### src/hw/preview_regs.vh
// register offsets, field limits, reset values and pitch constants of the preview oscillator
`ifndef PREVIEW_REGS_VH
`define PREVIEW_REGS_VH

`define OFS_PREV 8'h00
`define OFS_VMOD 8'h04
`define OFS_PMOD 8'h08
`define OFS_HARM 8'h0c
`define OFS_OCT 8'h10
`define OFS_TONE 8'h14
`define OFS_MODE 8'h18
`define OFS_PRESET 8'h1c
`define OFS_STATUS 8'h20
`define OFS_PITCH 8'h24

`define PREV_MAX 8'd63
`define VMOD_LIM 8'd63
`define PMOD_LIM 8'd63
`define HARM_LIM 8'd31
`define OCT_LIM 8'd7
`define TONE_LIM 8'd31
`define MODE_MAX 8'd12
`define MODE_DC 4'hc

`define RST_PREV 6'h20
`define RST_VMOD 7'h00
`define RST_PMOD 7'h00
`define RST_HARM 6'h00
`define RST_OCT 4'h0
`define RST_TONE 6'h00
`define RST_MODE 4'h0

`define PRESET_STORE_BIT 8
`define PRESET_LOAD_BIT 9

`define VMOD_UNITY_SHIFT 5
`define PMOD_SHIFT 12
`define LEVEL_SHIFT 6
`define GAIN_FULL 255
`define PITCH_A440 16'h6900
`define OCTAVE_SHIFT 12
`define SEMITONE 341

`define RESP_OKAY 2'b00
`define RESP_DECERR 2'b11

`endif

### src/hw/preview_preset_mem.v
// preset store for the preview settings, registered read port
`timescale 1ns/1ps
module preview_preset_mem #(
    parameter WIDTH = 40,
    parameter DEPTH_LOG2 = 4
) (
    input wire ref_clk,
    input wire wrEn,
    input wire [DEPTH_LOG2-1:0] wrAddr,
    input wire [WIDTH-1:0] wrData,
    input wire [DEPTH_LOG2-1:0] rdAddr,
    output reg [WIDTH-1:0] rdData
);
    reg [WIDTH-1:0] mem [0:(1<<DEPTH_LOG2)-1];

    always @(posedge ref_clk) begin
        if (wrEn) begin
            mem[wrAddr] <= wrData;
        end
        rdData <= mem[rdAddr];
    end
endmodule

### src/hw/preview_level_calc.v
// preview level from base level, volume-hand and pitch-hand modulation
`timescale 1ns/1ps
`include "preview_regs.vh"
module preview_level_calc (
    input wire [7:0] voiceVol,
    input wire [15:0] pitch,
    input wire [5:0] prev,
    input wire [6:0] vmod,
    input wire [6:0] pmod,
    output reg [7:0] level
);
    reg signed [9:0] diff;
    reg signed [17:0] vprod;
    reg signed [17:0] delta;
    reg signed [25:0] pprod;
    reg signed [19:0] gain;
    reg [7:0] gainSat;
    reg [13:0] prod;

    always @* begin
        // positive: rises with volume, unity at 32; negative: falls as volume rises
        diff = $signed(vmod) >= 0 ? $signed({2'b00, voiceVol}) - 10'sd255
                                  : $signed({2'b00, voiceVol});
        vprod = $signed(vmod) * diff;
        // zero setting leaves the full base level untouched
        gain = 20'sd255 + (vprod >>> `VMOD_UNITY_SHIFT);
        delta = $signed({2'b00, pitch}) - $signed({2'b00, `PITCH_A440});
        pprod = $signed(pmod) * delta;
        gain = gain + $signed(pprod[25:`PMOD_SHIFT]);
        if (gain < 0) begin
            gainSat = 8'h00;
        end else if (gain > `GAIN_FULL) begin
            gainSat = 8'hff;
        end else begin
            gainSat = gain[7:0];
        end
        prod = prev * gainSat;
        level = prod[13:`LEVEL_SHIFT];
    end
endmodule

### src/hw/pitch_preview_oscillator.v
// preview oscillator control: settings, level, pitch, tone and output routing
//
// Design decisions made here: the AXI4-Lite slave port and the placing of the registers.
`timescale 1ns/1ps
`include "preview_regs.vh"
// Overview of operation
// - Preview amplitude scales with the base level setting, range 0 to 63.
// - Positive volume modulation raises level with volume; 32 tracks voice volume.
// - Negative volume modulation raises level as volume falls, ducking the preview.
// - Zero volume modulation keeps the level constant.
// - Pitch modulation raises level with pitch or falling pitch; pivot at A440.
// - Harmonic magnitude sets harmonic level; negative means odd harmonics only.
// - Octave setting offsets preview pitch from oscillator octave, bank adds more.
// - Tone boosts or cuts lows and highs together.
// - In mode twelve tone steers treble only, bass stays flat.
// - Preview goes to monitor outputs and osc4 injection, never to line outputs.
// - Fourth-oscillator modes send the preview into the oscillator section.
// - Modes 0 to 11 route in groups of four by offset.
// - Modes 0-3 correct pitch, 4-7 plain, 8-11 hard quantize.
// - Correction equals the voice's; hard quantizing ignores that correction.
// - Mode twelve injects a DC stimulus, synth on both monitor channels.
// - Settings are saved and loaded per voice preset.
module pitch_preview_oscillator #(
    parameter PRESET_LOG2 = 4
) (
    input wire ref_clk,
    input wire arst_n,
    input wire [7:0] s_axi_awaddr,
    input wire s_axi_awvalid,
    output reg s_axi_awready,
    input wire [31:0] s_axi_wdata,
    input wire [3:0] s_axi_wstrb,
    input wire s_axi_wvalid,
    output reg s_axi_wready,
    output reg [1:0] s_axi_bresp,
    output reg s_axi_bvalid,
    input wire s_axi_bready,
    input wire [7:0] s_axi_araddr,
    input wire s_axi_arvalid,
    output reg s_axi_arready,
    output reg [31:0] s_axi_rdata,
    output reg [1:0] s_axi_rresp,
    output reg s_axi_rvalid,
    input wire s_axi_rready,
    input wire sampleStb,
    input wire [7:0] voiceVol,
    input wire [15:0] rawPitch,
    input wire [15:0] corrPitch,
    input wire [3:0] oscOct,
    input wire [3:0] bankOct,
    input wire [15:0] previewWave,
    input wire [15:0] synthL,
    input wire [15:0] synthR,
    output reg [15:0] monitorL,
    output reg [15:0] monitorR,
    output reg [15:0] lineL,
    output reg [15:0] lineR,
    output reg [15:0] osc4Inject,
    output reg osc4Active,
    output reg dcStimActive,
    output reg [15:0] previewPitch,
    output reg [4:0] harmLevel,
    output reg oddHarmOnly,
    output reg [5:0] bassGain,
    output reg [5:0] trebGain
);
    ////////////////////////////////////////////////////////////////////////////////
    // helpers

    function [7:0] sat;
        input [31:0] v;
        input [7:0] lim;
        input neg;
        begin
            if ($signed(v) > $signed({24'h000000, lim})) begin
                sat = lim;
            end else if (!neg && $signed(v) < 0) begin
                sat = 8'h00;
            end else if (neg && $signed(v) < -$signed({24'h000000, lim})) begin
                sat = 8'h00 - lim;
            end else begin
                sat = v[7:0];
            end
        end
    endfunction

    // route flags {synthL, synthR, prevL, prevR, osc4, correct, quantize, dc}
    function [7:0] route;
        input [3:0] m;
        begin
            if (m == `MODE_DC) begin
                route = 8'b1100_0001;
            end else begin
                case (m[1:0])
                    2'd0: route = 8'b1100_1000;
                    2'd1: route = 8'b1001_0000;
                    2'd2: route = 8'b1111_0000;
                    default: route = 8'b0011_0000;
                endcase
                route[2] = (m[3:2] == 2'd0);
                route[1] = (m[3:2] == 2'd2);
            end
        end
    endfunction

    function [15:0] sat16;
        input signed [17:0] v;
        begin
            if (v > 18'sd32767) begin
                sat16 = 16'h7fff;
            end else if (v < -18'sd32768) begin
                sat16 = 16'h8000;
            end else begin
                sat16 = v[15:0];
            end
        end
    endfunction

    ////////////////////////////////////////////////////////////////////////////////
    // settings and bus slave

    reg [5:0] prevQ;
    reg [6:0] vmodQ;
    reg [6:0] pmodQ;
    reg [5:0] harmQ;
    reg [3:0] octQ;
    reg [5:0] toneQ;
    reg [3:0] modeQ;
    reg awHeldQ;
    reg wHeldQ;
    reg [7:0] awAddrQ;
    reg [31:0] wDataQ;
    reg wLowQ;
    reg loadPendQ;
    reg [PRESET_LOG2-1:0] presetIdxQ;
    reg [7:0] levelQ;
    wire [39:0] memRd;
    wire [7:0] level;
    wire [7:0] flags;
    reg wrHit;
    reg [7:0] wrSat;
    reg memWr;
    reg [31:0] rdMux;
    reg rdHit;

    assign flags = route(modeQ);

    always @* begin
        wrHit = 1'b1;
        case (awAddrQ)
            `OFS_PREV: wrSat = sat(wDataQ, `PREV_MAX, 1'b0);
            `OFS_VMOD: wrSat = sat(wDataQ, `VMOD_LIM, 1'b1);
            `OFS_PMOD: wrSat = sat(wDataQ, `PMOD_LIM, 1'b1);
            `OFS_HARM: wrSat = sat(wDataQ, `HARM_LIM, 1'b1);
            `OFS_OCT: wrSat = sat(wDataQ, `OCT_LIM, 1'b1);
            `OFS_TONE: wrSat = sat(wDataQ, `TONE_LIM, 1'b1);
            `OFS_MODE: wrSat = sat(wDataQ, `MODE_MAX, 1'b0);
            `OFS_PRESET: wrSat = 8'h00;
            default: begin
                wrSat = 8'h00;
                wrHit = 1'b0;
            end
        endcase
        memWr = awHeldQ && wHeldQ && !s_axi_bvalid && wLowQ && awAddrQ == `OFS_PRESET
            && wDataQ[`PRESET_STORE_BIT];
        rdHit = 1'b1;
        case (s_axi_araddr)
            `OFS_PREV: rdMux = {26'h0, prevQ};
            `OFS_VMOD: rdMux = {{25{vmodQ[6]}}, vmodQ};
            `OFS_PMOD: rdMux = {{25{pmodQ[6]}}, pmodQ};
            `OFS_HARM: rdMux = {{26{harmQ[5]}}, harmQ};
            `OFS_OCT: rdMux = {{28{octQ[3]}}, octQ};
            `OFS_TONE: rdMux = {{26{toneQ[5]}}, toneQ};
            `OFS_MODE: rdMux = {28'h0, modeQ};
            `OFS_PRESET: rdMux = {22'h0, loadPendQ, 5'h0, {(4-PRESET_LOG2){1'b0}},
                presetIdxQ};
            `OFS_STATUS: rdMux = {16'h0, flags, levelQ};
            `OFS_PITCH: rdMux = {16'h0, previewPitch};
            default: begin
                rdMux = 32'h0;
                rdHit = 1'b0;
            end
        endcase
    end

    always @(posedge ref_clk or negedge arst_n) begin
        if (!arst_n) begin
            s_axi_awready <= 1'b1;
            s_axi_wready <= 1'b1;
            s_axi_bvalid <= 1'b0;
            s_axi_bresp <= `RESP_OKAY;
            s_axi_arready <= 1'b1;
            s_axi_rvalid <= 1'b0;
            s_axi_rdata <= 32'h0;
            s_axi_rresp <= `RESP_OKAY;
            awHeldQ <= 1'b0;
            wHeldQ <= 1'b0;
            awAddrQ <= 8'h00;
            wDataQ <= 32'h0;
            wLowQ <= 1'b0;
            loadPendQ <= 1'b0;
            presetIdxQ <= {PRESET_LOG2{1'b0}};
            prevQ <= `RST_PREV;
            vmodQ <= `RST_VMOD;
            pmodQ <= `RST_PMOD;
            harmQ <= `RST_HARM;
            octQ <= `RST_OCT;
            toneQ <= `RST_TONE;
            modeQ <= `RST_MODE;
        end else begin
            if (s_axi_awvalid && s_axi_awready) begin
                s_axi_awready <= 1'b0;
                awHeldQ <= 1'b1;
                awAddrQ <= {s_axi_awaddr[7:2], 2'b00};
            end
            if (s_axi_wvalid && s_axi_wready) begin
                s_axi_wready <= 1'b0;
                wHeldQ <= 1'b1;
                wDataQ <= s_axi_wdata;
                wLowQ <= s_axi_wstrb[0];
            end
            loadPendQ <= 1'b0;
            if (loadPendQ) begin
                {prevQ, vmodQ, pmodQ, harmQ, octQ, toneQ, modeQ} <= memRd;
            end
            if (awHeldQ && wHeldQ && !s_axi_bvalid) begin
                awHeldQ <= 1'b0;
                wHeldQ <= 1'b0;
                s_axi_bvalid <= 1'b1;
                s_axi_bresp <= wrHit ? `RESP_OKAY : `RESP_DECERR;
                if (wLowQ) begin
                    case (awAddrQ)
                        `OFS_PREV: prevQ <= wrSat[5:0];
                        `OFS_VMOD: vmodQ <= wrSat[6:0];
                        `OFS_PMOD: pmodQ <= wrSat[6:0];
                        `OFS_HARM: harmQ <= wrSat[5:0];
                        `OFS_OCT: octQ <= wrSat[3:0];
                        `OFS_TONE: toneQ <= wrSat[5:0];
                        `OFS_MODE: modeQ <= wrSat[3:0];
                        `OFS_PRESET: begin
                            presetIdxQ <= wDataQ[PRESET_LOG2-1:0];
                            loadPendQ <= wDataQ[`PRESET_LOAD_BIT] &&
                                !wDataQ[`PRESET_STORE_BIT];
                        end
                        default: begin
                        end
                    endcase
                end
            end
            if (s_axi_bvalid && s_axi_bready) begin
                s_axi_bvalid <= 1'b0;
                s_axi_awready <= 1'b1;
                s_axi_wready <= 1'b1;
            end
            if (s_axi_arvalid && s_axi_arready) begin
                s_axi_arready <= 1'b0;
                s_axi_rvalid <= 1'b1;
                s_axi_rdata <= rdMux;
                s_axi_rresp <= rdHit ? `RESP_OKAY : `RESP_DECERR;
            end
            if (s_axi_rvalid && s_axi_rready) begin
                s_axi_rvalid <= 1'b0;
                s_axi_arready <= 1'b1;
            end
        end
    end

    // store writes the live settings; load reads the slot named in the same word
    preview_preset_mem #(
        .WIDTH(40),
        .DEPTH_LOG2(PRESET_LOG2)
    ) presets (
        .ref_clk(ref_clk),
        .wrEn(memWr),
        .wrAddr(wDataQ[PRESET_LOG2-1:0]),
        .wrData({prevQ, vmodQ, pmodQ, harmQ, octQ, toneQ, modeQ}),
        .rdAddr(wDataQ[PRESET_LOG2-1:0]),
        .rdData(memRd)
    );

    ////////////////////////////////////////////////////////////////////////////////
    // level, pitch and tone

    preview_level_calc levelCalc (
        .voiceVol(voiceVol),
        .pitch(rawPitch),
        .prev(prevQ),
        .vmod(vmodQ),
        .pmod(pmodQ),
        .level(level)
    );

    reg [15:0] quantPitch;
    reg [15:0] basePitch;
    reg signed [5:0] octSum;
    reg signed [18:0] pitchSum;
    reg signed [31:0] waveProd;
    reg signed [17:0] prevAudio;
    reg [16:0] roundUp;
    reg [31:0] quantFull;
    localparam [16:0] HALF_STEP = `SEMITONE / 2;

    always @* begin
        roundUp = {1'b0, rawPitch} + HALF_STEP;
        // pitch is unsigned: clamp at the top of the range, not at the signed limit
        quantFull = roundUp / `SEMITONE * `SEMITONE;
        quantPitch = (quantFull > 32'd65535) ? 16'hffff : quantFull[15:0];
        if (flags[1]) begin
            basePitch = quantPitch;
        end else if (flags[2]) begin
            basePitch = corrPitch;
        end else begin
            basePitch = rawPitch;
        end
        octSum = $signed({{2{oscOct[3]}}, oscOct}) + $signed({{2{octQ[3]}}, octQ})
            + $signed({{2{bankOct[3]}}, bankOct});
        pitchSum = $signed({3'b000, basePitch}) + ($signed({{13{octSum[5]}}, octSum})
            <<< `OCTAVE_SHIFT);
        waveProd = $signed(previewWave) * $signed({1'b0, levelQ});
        prevAudio = waveProd[25:8];
    end

    always @(posedge ref_clk or negedge arst_n) begin
        if (!arst_n) begin
            levelQ <= 8'h00;
            previewPitch <= 16'h0;
            monitorL <= 16'h0;
            monitorR <= 16'h0;
            lineL <= 16'h0;
            lineR <= 16'h0;
            osc4Inject <= 16'h0;
            osc4Active <= 1'b0;
            dcStimActive <= 1'b0;
            harmLevel <= 5'h0;
            oddHarmOnly <= 1'b0;
            bassGain <= 6'h0;
            trebGain <= 6'h0;
        end else begin
            harmLevel <= harmQ[5] ? 5'h0 - harmQ[4:0] : harmQ[4:0];
            oddHarmOnly <= harmQ[5];
            trebGain <= toneQ;
            bassGain <= (modeQ == `MODE_DC) ? 6'h00 : toneQ;
            osc4Active <= flags[3];
            dcStimActive <= flags[0];
            if (sampleStb) begin
                levelQ <= level;
                if (pitchSum < 0) begin
                    previewPitch <= 16'h0;
                end else if (pitchSum > 19'sd65535) begin
                    previewPitch <= 16'hffff;
                end else begin
                    previewPitch <= pitchSum[15:0];
                end
                lineL <= synthL;
                lineR <= synthR;
                monitorL <= sat16((flags[7] ? $signed({{2{synthL[15]}}, synthL}) : 18'sd0)
                    + (flags[5] ? prevAudio : 18'sd0));
                monitorR <= sat16((flags[6] ? $signed({{2{synthR[15]}}, synthR}) : 18'sd0)
                    + (flags[4] ? prevAudio : 18'sd0));
                if (flags[0]) begin
                    osc4Inject <= {1'b0, levelQ, 7'h00};
                end else if (flags[3]) begin
                    osc4Inject <= sat16(prevAudio);
                end else begin
                    osc4Inject <= 16'h0;
                end
            end
        end
    end
endmodule

### config.mk
export PLATFORM = sky130hd
export DESIGN_NAME = pitch_preview_oscillator
export DESIGN_NICKNAME = d
export VERILOG_FILES = /design/src/hw/preview_preset_mem.v /design/src/hw/preview_level_calc.v /design/src/hw/pitch_preview_oscillator.v
export VERILOG_INCLUDE_DIRS = /design/src /design/src/hw
export SDC_FILE = /design/constraint.sdc
export NUM_CORES = 2
export LEC_CHECK = 0
export ABC_AREA = 0
export BUFFER_PORTS_ARGS = -buffer_cell sky130_fd_sc_hd__buf_2
export CORE_UTILIZATION = 40
export CTS_BUF_LIST = sky130_fd_sc_hd__clkbuf_8
export CTS_CLUSTER_SIZE = 20
export DETAILED_ROUTE_END_ITERATION = 6
export PLACE_DENSITY = 0.68
export SETUP_SLACK_MARGIN = 0.2
export SYNTH_ARGS = -nofsm -noshare
export SYNTH_HDL_FRONTEND = slang
export SYNTH_SLANG_ARGS = --single-unit
### constraint.sdc
create_clock -name ref_clk -period 11.3 [get_ports ref_clk]
set_input_delay 1.13 -clock ref_clk [delete_from_list [all_inputs] [get_ports ref_clk]]
set_output_delay 1.13 -clock ref_clk [all_outputs]
set_load 0.03 [all_outputs]
* Word level (Yosys, flattened, before mapping)
Memory sizes are Yosys's and may differ from the RTL's. A register that Yosys moved wholly into a read port is not among the register bits.
Cells that the tools add are included.
** Storage, ports and cells
- Register bits after elaboration :: 251
- Bits in writable memories :: 640
- Bits of input ports :: 156
- Output and inout port bits :: 157
- Logic and storage cells :: 207
- Memories kept :: 1
** Cells by class
- $add $sub $neg :: 11
- Multiply operators :: 5
- Divide/modulo/power cells :: 1
- Order comparisons :: 20
- Equal/unequal tests :: 20
- Mux-type cells :: 86
- Reduce and logical (&&, ||, !) cells :: 28
** Memory list
- presets.mem :: words 16, width 40, rd ports 1, clocked after memory_dff 1, write ports 1, line preview_preset_mem.v:14 : reg [WIDTH-1:0] mem [0:(1<<DEPTH_LOG2)-1];
** Operator list (number)
- one-hot mux 32 bit (10 select lines) :: 1
- two-way mux 16 bit :: 13
- two-way mux 7 bit :: 17
- two-way mux 6 bit :: 13
- two-way mux 18 bit :: 4
- adder 18 bit :: 2
- > comparator 18 x 16 -> 1 bit (second input constant) :: 2
- < comparator 18 x 16 -> 1 bit (second input constant) :: 2
- divider 17 x 9 -> 32 bit (second input constant) :: 1
- == test 8 x 5 -> 1 bit (second input constant) :: 4
- > comparator 32 x 16 -> 1 bit (second input constant) :: 1
- > comparator 32 x 4 -> 1 bit (second input constant) :: 1
- > comparator 32 x 5 -> 1 bit (second input constant) :: 1
- > comparator 32 x 6 -> 1 bit (second input constant) :: 1
- > comparator 32 x 7 -> 1 bit (second input constant) :: 1
- < comparator 32 x 1 -> 1 bit (second input constant) :: 1
- < comparator 32 x 4 -> 1 bit (second input constant) :: 1
- < comparator 32 x 6 -> 1 bit (second input constant) :: 1
- < comparator 32 x 7 -> 1 bit (second input constant) :: 1
- multiplier 32 x 9 -> 32 bit (second input constant) :: 1
- two-way mux 4 bit :: 8
- one-hot mux 7 bit (4 select lines) :: 1
- multiplier 16 x 9 -> 25 bit :: 1
- == test 6 x 3 -> 1 bit (second input constant) :: 4
- other kinds (42) :: 88

* Logic depth before layout (Yosys ltp)
- Depth after elaboration :: 10
- Gate-level depth with buffers :: 77
- Depth with buffers taken out :: 71

* Hierarchy
From an unflattened synthesis, not the netlist that was laid out.
** Second synthesis, totals
- Cells, all modules :: 4584
- Area total of the unflattened synthesis :: 56325.3 um^2
** By module, submodules not included
- preview_preset_mem :: times used 1, cells an instance 1040, area each 25131.6 um^2, seq. area each 20019.2 um^2
- pitch_preview_oscillator :: times used 1, cells an instance 2535, area each 22497.8 um^2, seq. area each 5860.6 um^2
- preview_level_calc :: times used 1, cells an instance 1009, area each 8695.8 um^2, seq. area each 0.0 um^2

* Least setup slack after synthesis
No wires, ideal clock.
- Path type :: input port to flip-flop
- Start point :: input rawPitch[14]
- End point :: register previewPitch[8]
- Setup time :: 0.078 ns
- Arrival :: 15.378 ns
- Data required time :: 11.222 ns
- Path slack :: -4.156 ns
- Stages :: 70
- Buffers on the path :: 6
- Cells stage by stage :: clkbuf_1 nand3_1 nor4_1 nand2b_1 xor2_2 o2111ai_1 nor3_4 nor3_1 o31a_1 or4_1 buf_2 nand4_1 o211a_1 o21ai_2 inv_2 mux2_2 a2111oi_4 or3_1 [... 34 more ...] nor2b_1 o21ai_0 mux2i_1 nand2_1 clkbuf_1 o22ai_1 o21ai_0 ha_1 fa_1 and2_1 o21ai_0 nor2_1 a21oi_1 nor2_1 a22oi_1 clkbuf_1 a211oi_1 o2bb2ai_1
** On the way
- Word-level cells in the longest chain between the ends :: 10
- Elaborated cells on any way between the ends :: 12
- Classes of those cells :: add/sub: 2; mul: 1; div: 1; order compare: 3; mux: 5
** Ends and longest elaborated chain
- start: declaration :: line pitch_preview_oscillator.v:47 : input wire [15:0] rawPitch,
- adder 16 x 8 -> 17 bit :: line pitch_preview_oscillator.v:304 : roundUp = {1'b0, rawPitch} + HALF_STEP;
- divider 17 x 9 -> 32 bit (no line)
- multiplier 32 x 9 -> 32 bit (no line)
- > comparator 32 x 16 -> 1 bit :: line pitch_preview_oscillator.v:307 : quantPitch = (quantFull > 32'd65535) ? 16'hffff : quantFull[15:0];
- two-way mux 16 bit :: line pitch_preview_oscillator.v:307
- two-way mux 16 bit (*) :: line pitch_preview_oscillator.v:308 : if (flags[1]) begin
- adder 17 x 18 -> 19 bit (*) :: line pitch_preview_oscillator.v:317 : pitchSum = $signed({3'b000, basePitch}) + ($signed({{13{octSum[5]}}, octSum})
- > comparator 19 x 17 -> 1 bit :: line pitch_preview_oscillator.v:349 : end else if (pitchSum > 19'sd65535) begin
- two-way mux 16 bit :: line pitch_preview_oscillator.v:349
- two-way mux 16 bit (*) :: line pitch_preview_oscillator.v:347 : if (pitchSum < 0) begin
- end signal: assignment :: line pitch_preview_oscillator.v:352 : previewPitch <= pitchSum[15:0];
- end: declaration :: line pitch_preview_oscillator.v:61 : output reg [15:0] previewPitch,
Every way passes the cells marked *; elsewhere a longest branch is shown, timed or not.
A chain may end at the register's enable or synchronous reset.

* Worst setup path in the final report
- Start point :: input rawPitch[1]
- End point :: register previewPitch[3]
The elaborated chain is that of the path after synthesis.

==> reports/metrics.csv <==
metric,value,unit
synth_cell_types,114,
crit_start,rawPitch[1],
final-max-slew-violation-count,0,
start_kind,primary input,
routed.top_layer,met5,
wl_met2,76.3,mm
tightestPinTransition,1180,ps
crit_family,compound AO/OA/AOI/OAI gates,
setup_violations,21,
post_drt_wl_per_cell,22.4,um
ff2ff_setup_slack,-280,ps
avgSynthCellArea,12.7,um^2
area_delta_synth_final,21.8,%
dp_hpwl,111,mm
crit_fanout,5,
die_h,373,um
synth_cells,4347,
viasPerCell,5.50,
grt_pass1_vias,40200,
holdWs,332,ps
synth.top_cells.by_area,"edfxtp_1 (35%), fa_1 (10%), dfrtp_1 (10%)",
row_count,135,
violations,setup timing,
dieWidth,373,um
crit_arrival,14660,ps
clockRootBuffer,clkbuf_8,
layout-drive-gt1-share,32.4,%
seq_area_frac_synth,46.9,%
finalHoldViolations,0,
cap_viol_max_count,0,
antenna_found_initial,23,
synth_flop_cell,edfxtp_1,
path_class,in -> reg,
wl_met1,65.6,mm
status,"complete, but fails checks",
max_stage_delay,510,ps
ant_nets,0,
initial_core_util,40.5,%
yosys-top-cells-count,"edfxtp_1 (640), inv_1 (382), fa_1 (289)",
drc,0,
cts_made_buffers,149,
r2r_start,pmodQ[2],
synth.most_common_cell,edfxtp_1,
path_clk_slew,50,ps
crit_path_end_kind,register,
h-tree-depth,4,
final_nets,5904,
fin_crit_sh,123,%
worstPathRequired,12020,ps
cp.buffers_inverters,12,
cts_tree,done,
synth_top_area_share,34.8,%
netlist_area,0.0552,mm^2
vias,39200,
clock_skew,39.2,ps
yosysTopAreaCell,edfxtp_1,
min_period,13940,ps
die-area,0.139,mm^2
rsz0062_at_grt,yes,
track_usage,22.7,%
grt_overflow,0,
synth-seq-cells,914,
syn-num-nets,5053,
slew_headroom,21.2,%
cp_common_cell,buf_6,
fmax,71.7,MHz
core-area,0.136,mm^2
grt_pass1_wl,241,mm
numPortBuffers,307,
slowest_stage,fa_1,
clockBufferDepth,3,
totalWireLength,159,mm
hold_path_class,in -> async,
synthArstFlopShare,25.6,%
setup_slack,-2640,ps
synth-edff-count,640,
place_congestion,0.928,
nFillCells,11800,
clock_latency,850,ps
ys.warnings.count,0,
wl_met3,12.9,mm
grt_max_degree,144,
io_pins,313,
timing.setup.tns,-42610,ps
drt_iter0_drc,3361,
cts_sinks,914,
drtPass1Iterations,7,
==> layer usage <==
metal | vias to the layer above | GRT usage, %
li1 | 17400 | -
met1 | 20000 | 30.1
met2 | 1494 | 37.3
met3 | 276 | 4.36
met4 | 8 | 7.54
met5 | - | 0
==> timing repair <==
item                                   in CTS  in global routing
cloned                                      1                  0
hold buffers                                0                  0
setup endpoints to repair                  23                 24
setup buffers                              52                 15
resized for setup                         129                 69
pin swaps                                 147                 51
endpoints found under the hold margin       0                  0
==> cell type report <==
class	count	area, um^2	area share [%]
diodes	16	40.0	0.0596
clock buffers	163	2240	3.34
clock inverters	117	747	1.11
inverters	389	1470	2.18
multi-input cells	2831	28300	42.1
flip-flops and latches	914	25900	38.5
well taps	1781	2230	3.32
repair buffers	913	6290	9.35
==> through the flow <==
stage	instance area (um^2)	worst slack, ps	util, %	cells
6_report	67200	-2640	49.4	7124
5_1_grt	67200	-3270	49.4	7116
4_1_cts	66700	-2430	49.0	7093
3_5_place_dp	62700	-3900	46.0	6760
3_3_place_gp	62700	-3640	46.0	6760
2_1_floorplan	55700	-3110	-	4347
==> cell usage in the layout (no fill, tap or decap), types with 23 or more instances in the layout <==
master    synthesis  layout
o21a_1           54      47
xor2_1           43      40
a21oi_1         206     186
nand2_1         264     258
buf_6             6      24
dfrtp_1         230     223
mux4_2          201     201
nand4_1          23      23
buf_4            19     579
nor2_1          230     210
edfxtp_1        640     640
xnor2_1         109     102
nand3_1          36      34
a21o_1           34      33
ha_1            261     242
a21oi_2           6      23
mux2_2          115     107
a211oi_1         52      35
inv_1           382     428
nor2b_1          99      97
buf_2            11     300
and2_1          187     182
nand2b_1         39      38
or2_2            29      27
clkbuf_8          0     163
o21bai_1         31      30
nor3_1           54      48
o21ai_0         106      90
dfxtp_1          40      40
fa_1            289     287
==> flip-flops by register name, summed over array words and instances (netlist names), 5 cells and up <==
name and cells:
presets.mem 640, harmLevel 5, previewPitch 16, awAddrQ 6, prevQ 6, toneQ 6
harmQ 6, s_axi_rdata 17, lineR 16, presets.rdData 40, vmodQ 7, monitorL 16
monitorR 16, levelQ 8, pmodQ 7, trebGain 6, osc4Inject 16, lineL 16
wDataQ 32, bassGain 6
==> cell families after synthesis <==
logic type      Yosys count  share of synthesized area [%]
mux                     343                           11.0
simple gates           1041                           9.56
flops                   914                           46.9
xor+xnor                162                           2.71
compound gates          735                           9.08
buf+inv                 602                           4.34
fa+ha+maj               550                           16.4
==> path summary, 6_finish.rpt <==
kind | end | cells past startpoint
setup / recovery | previewPitch[3] | 71
hold / removal | wDataQ[24] | 1
setup reg to reg | levelQ[7] | 61
hold reg to reg | s_axi_rdata[5] | 2
max in group asynchronous | modeQ[2] | 2
min in group ref_clk | s_axi_wready | 2
Power is left out: the tool's default activity adds up to more than one toggle a clock period on the data nets, which glitch-free logic cannot reach.
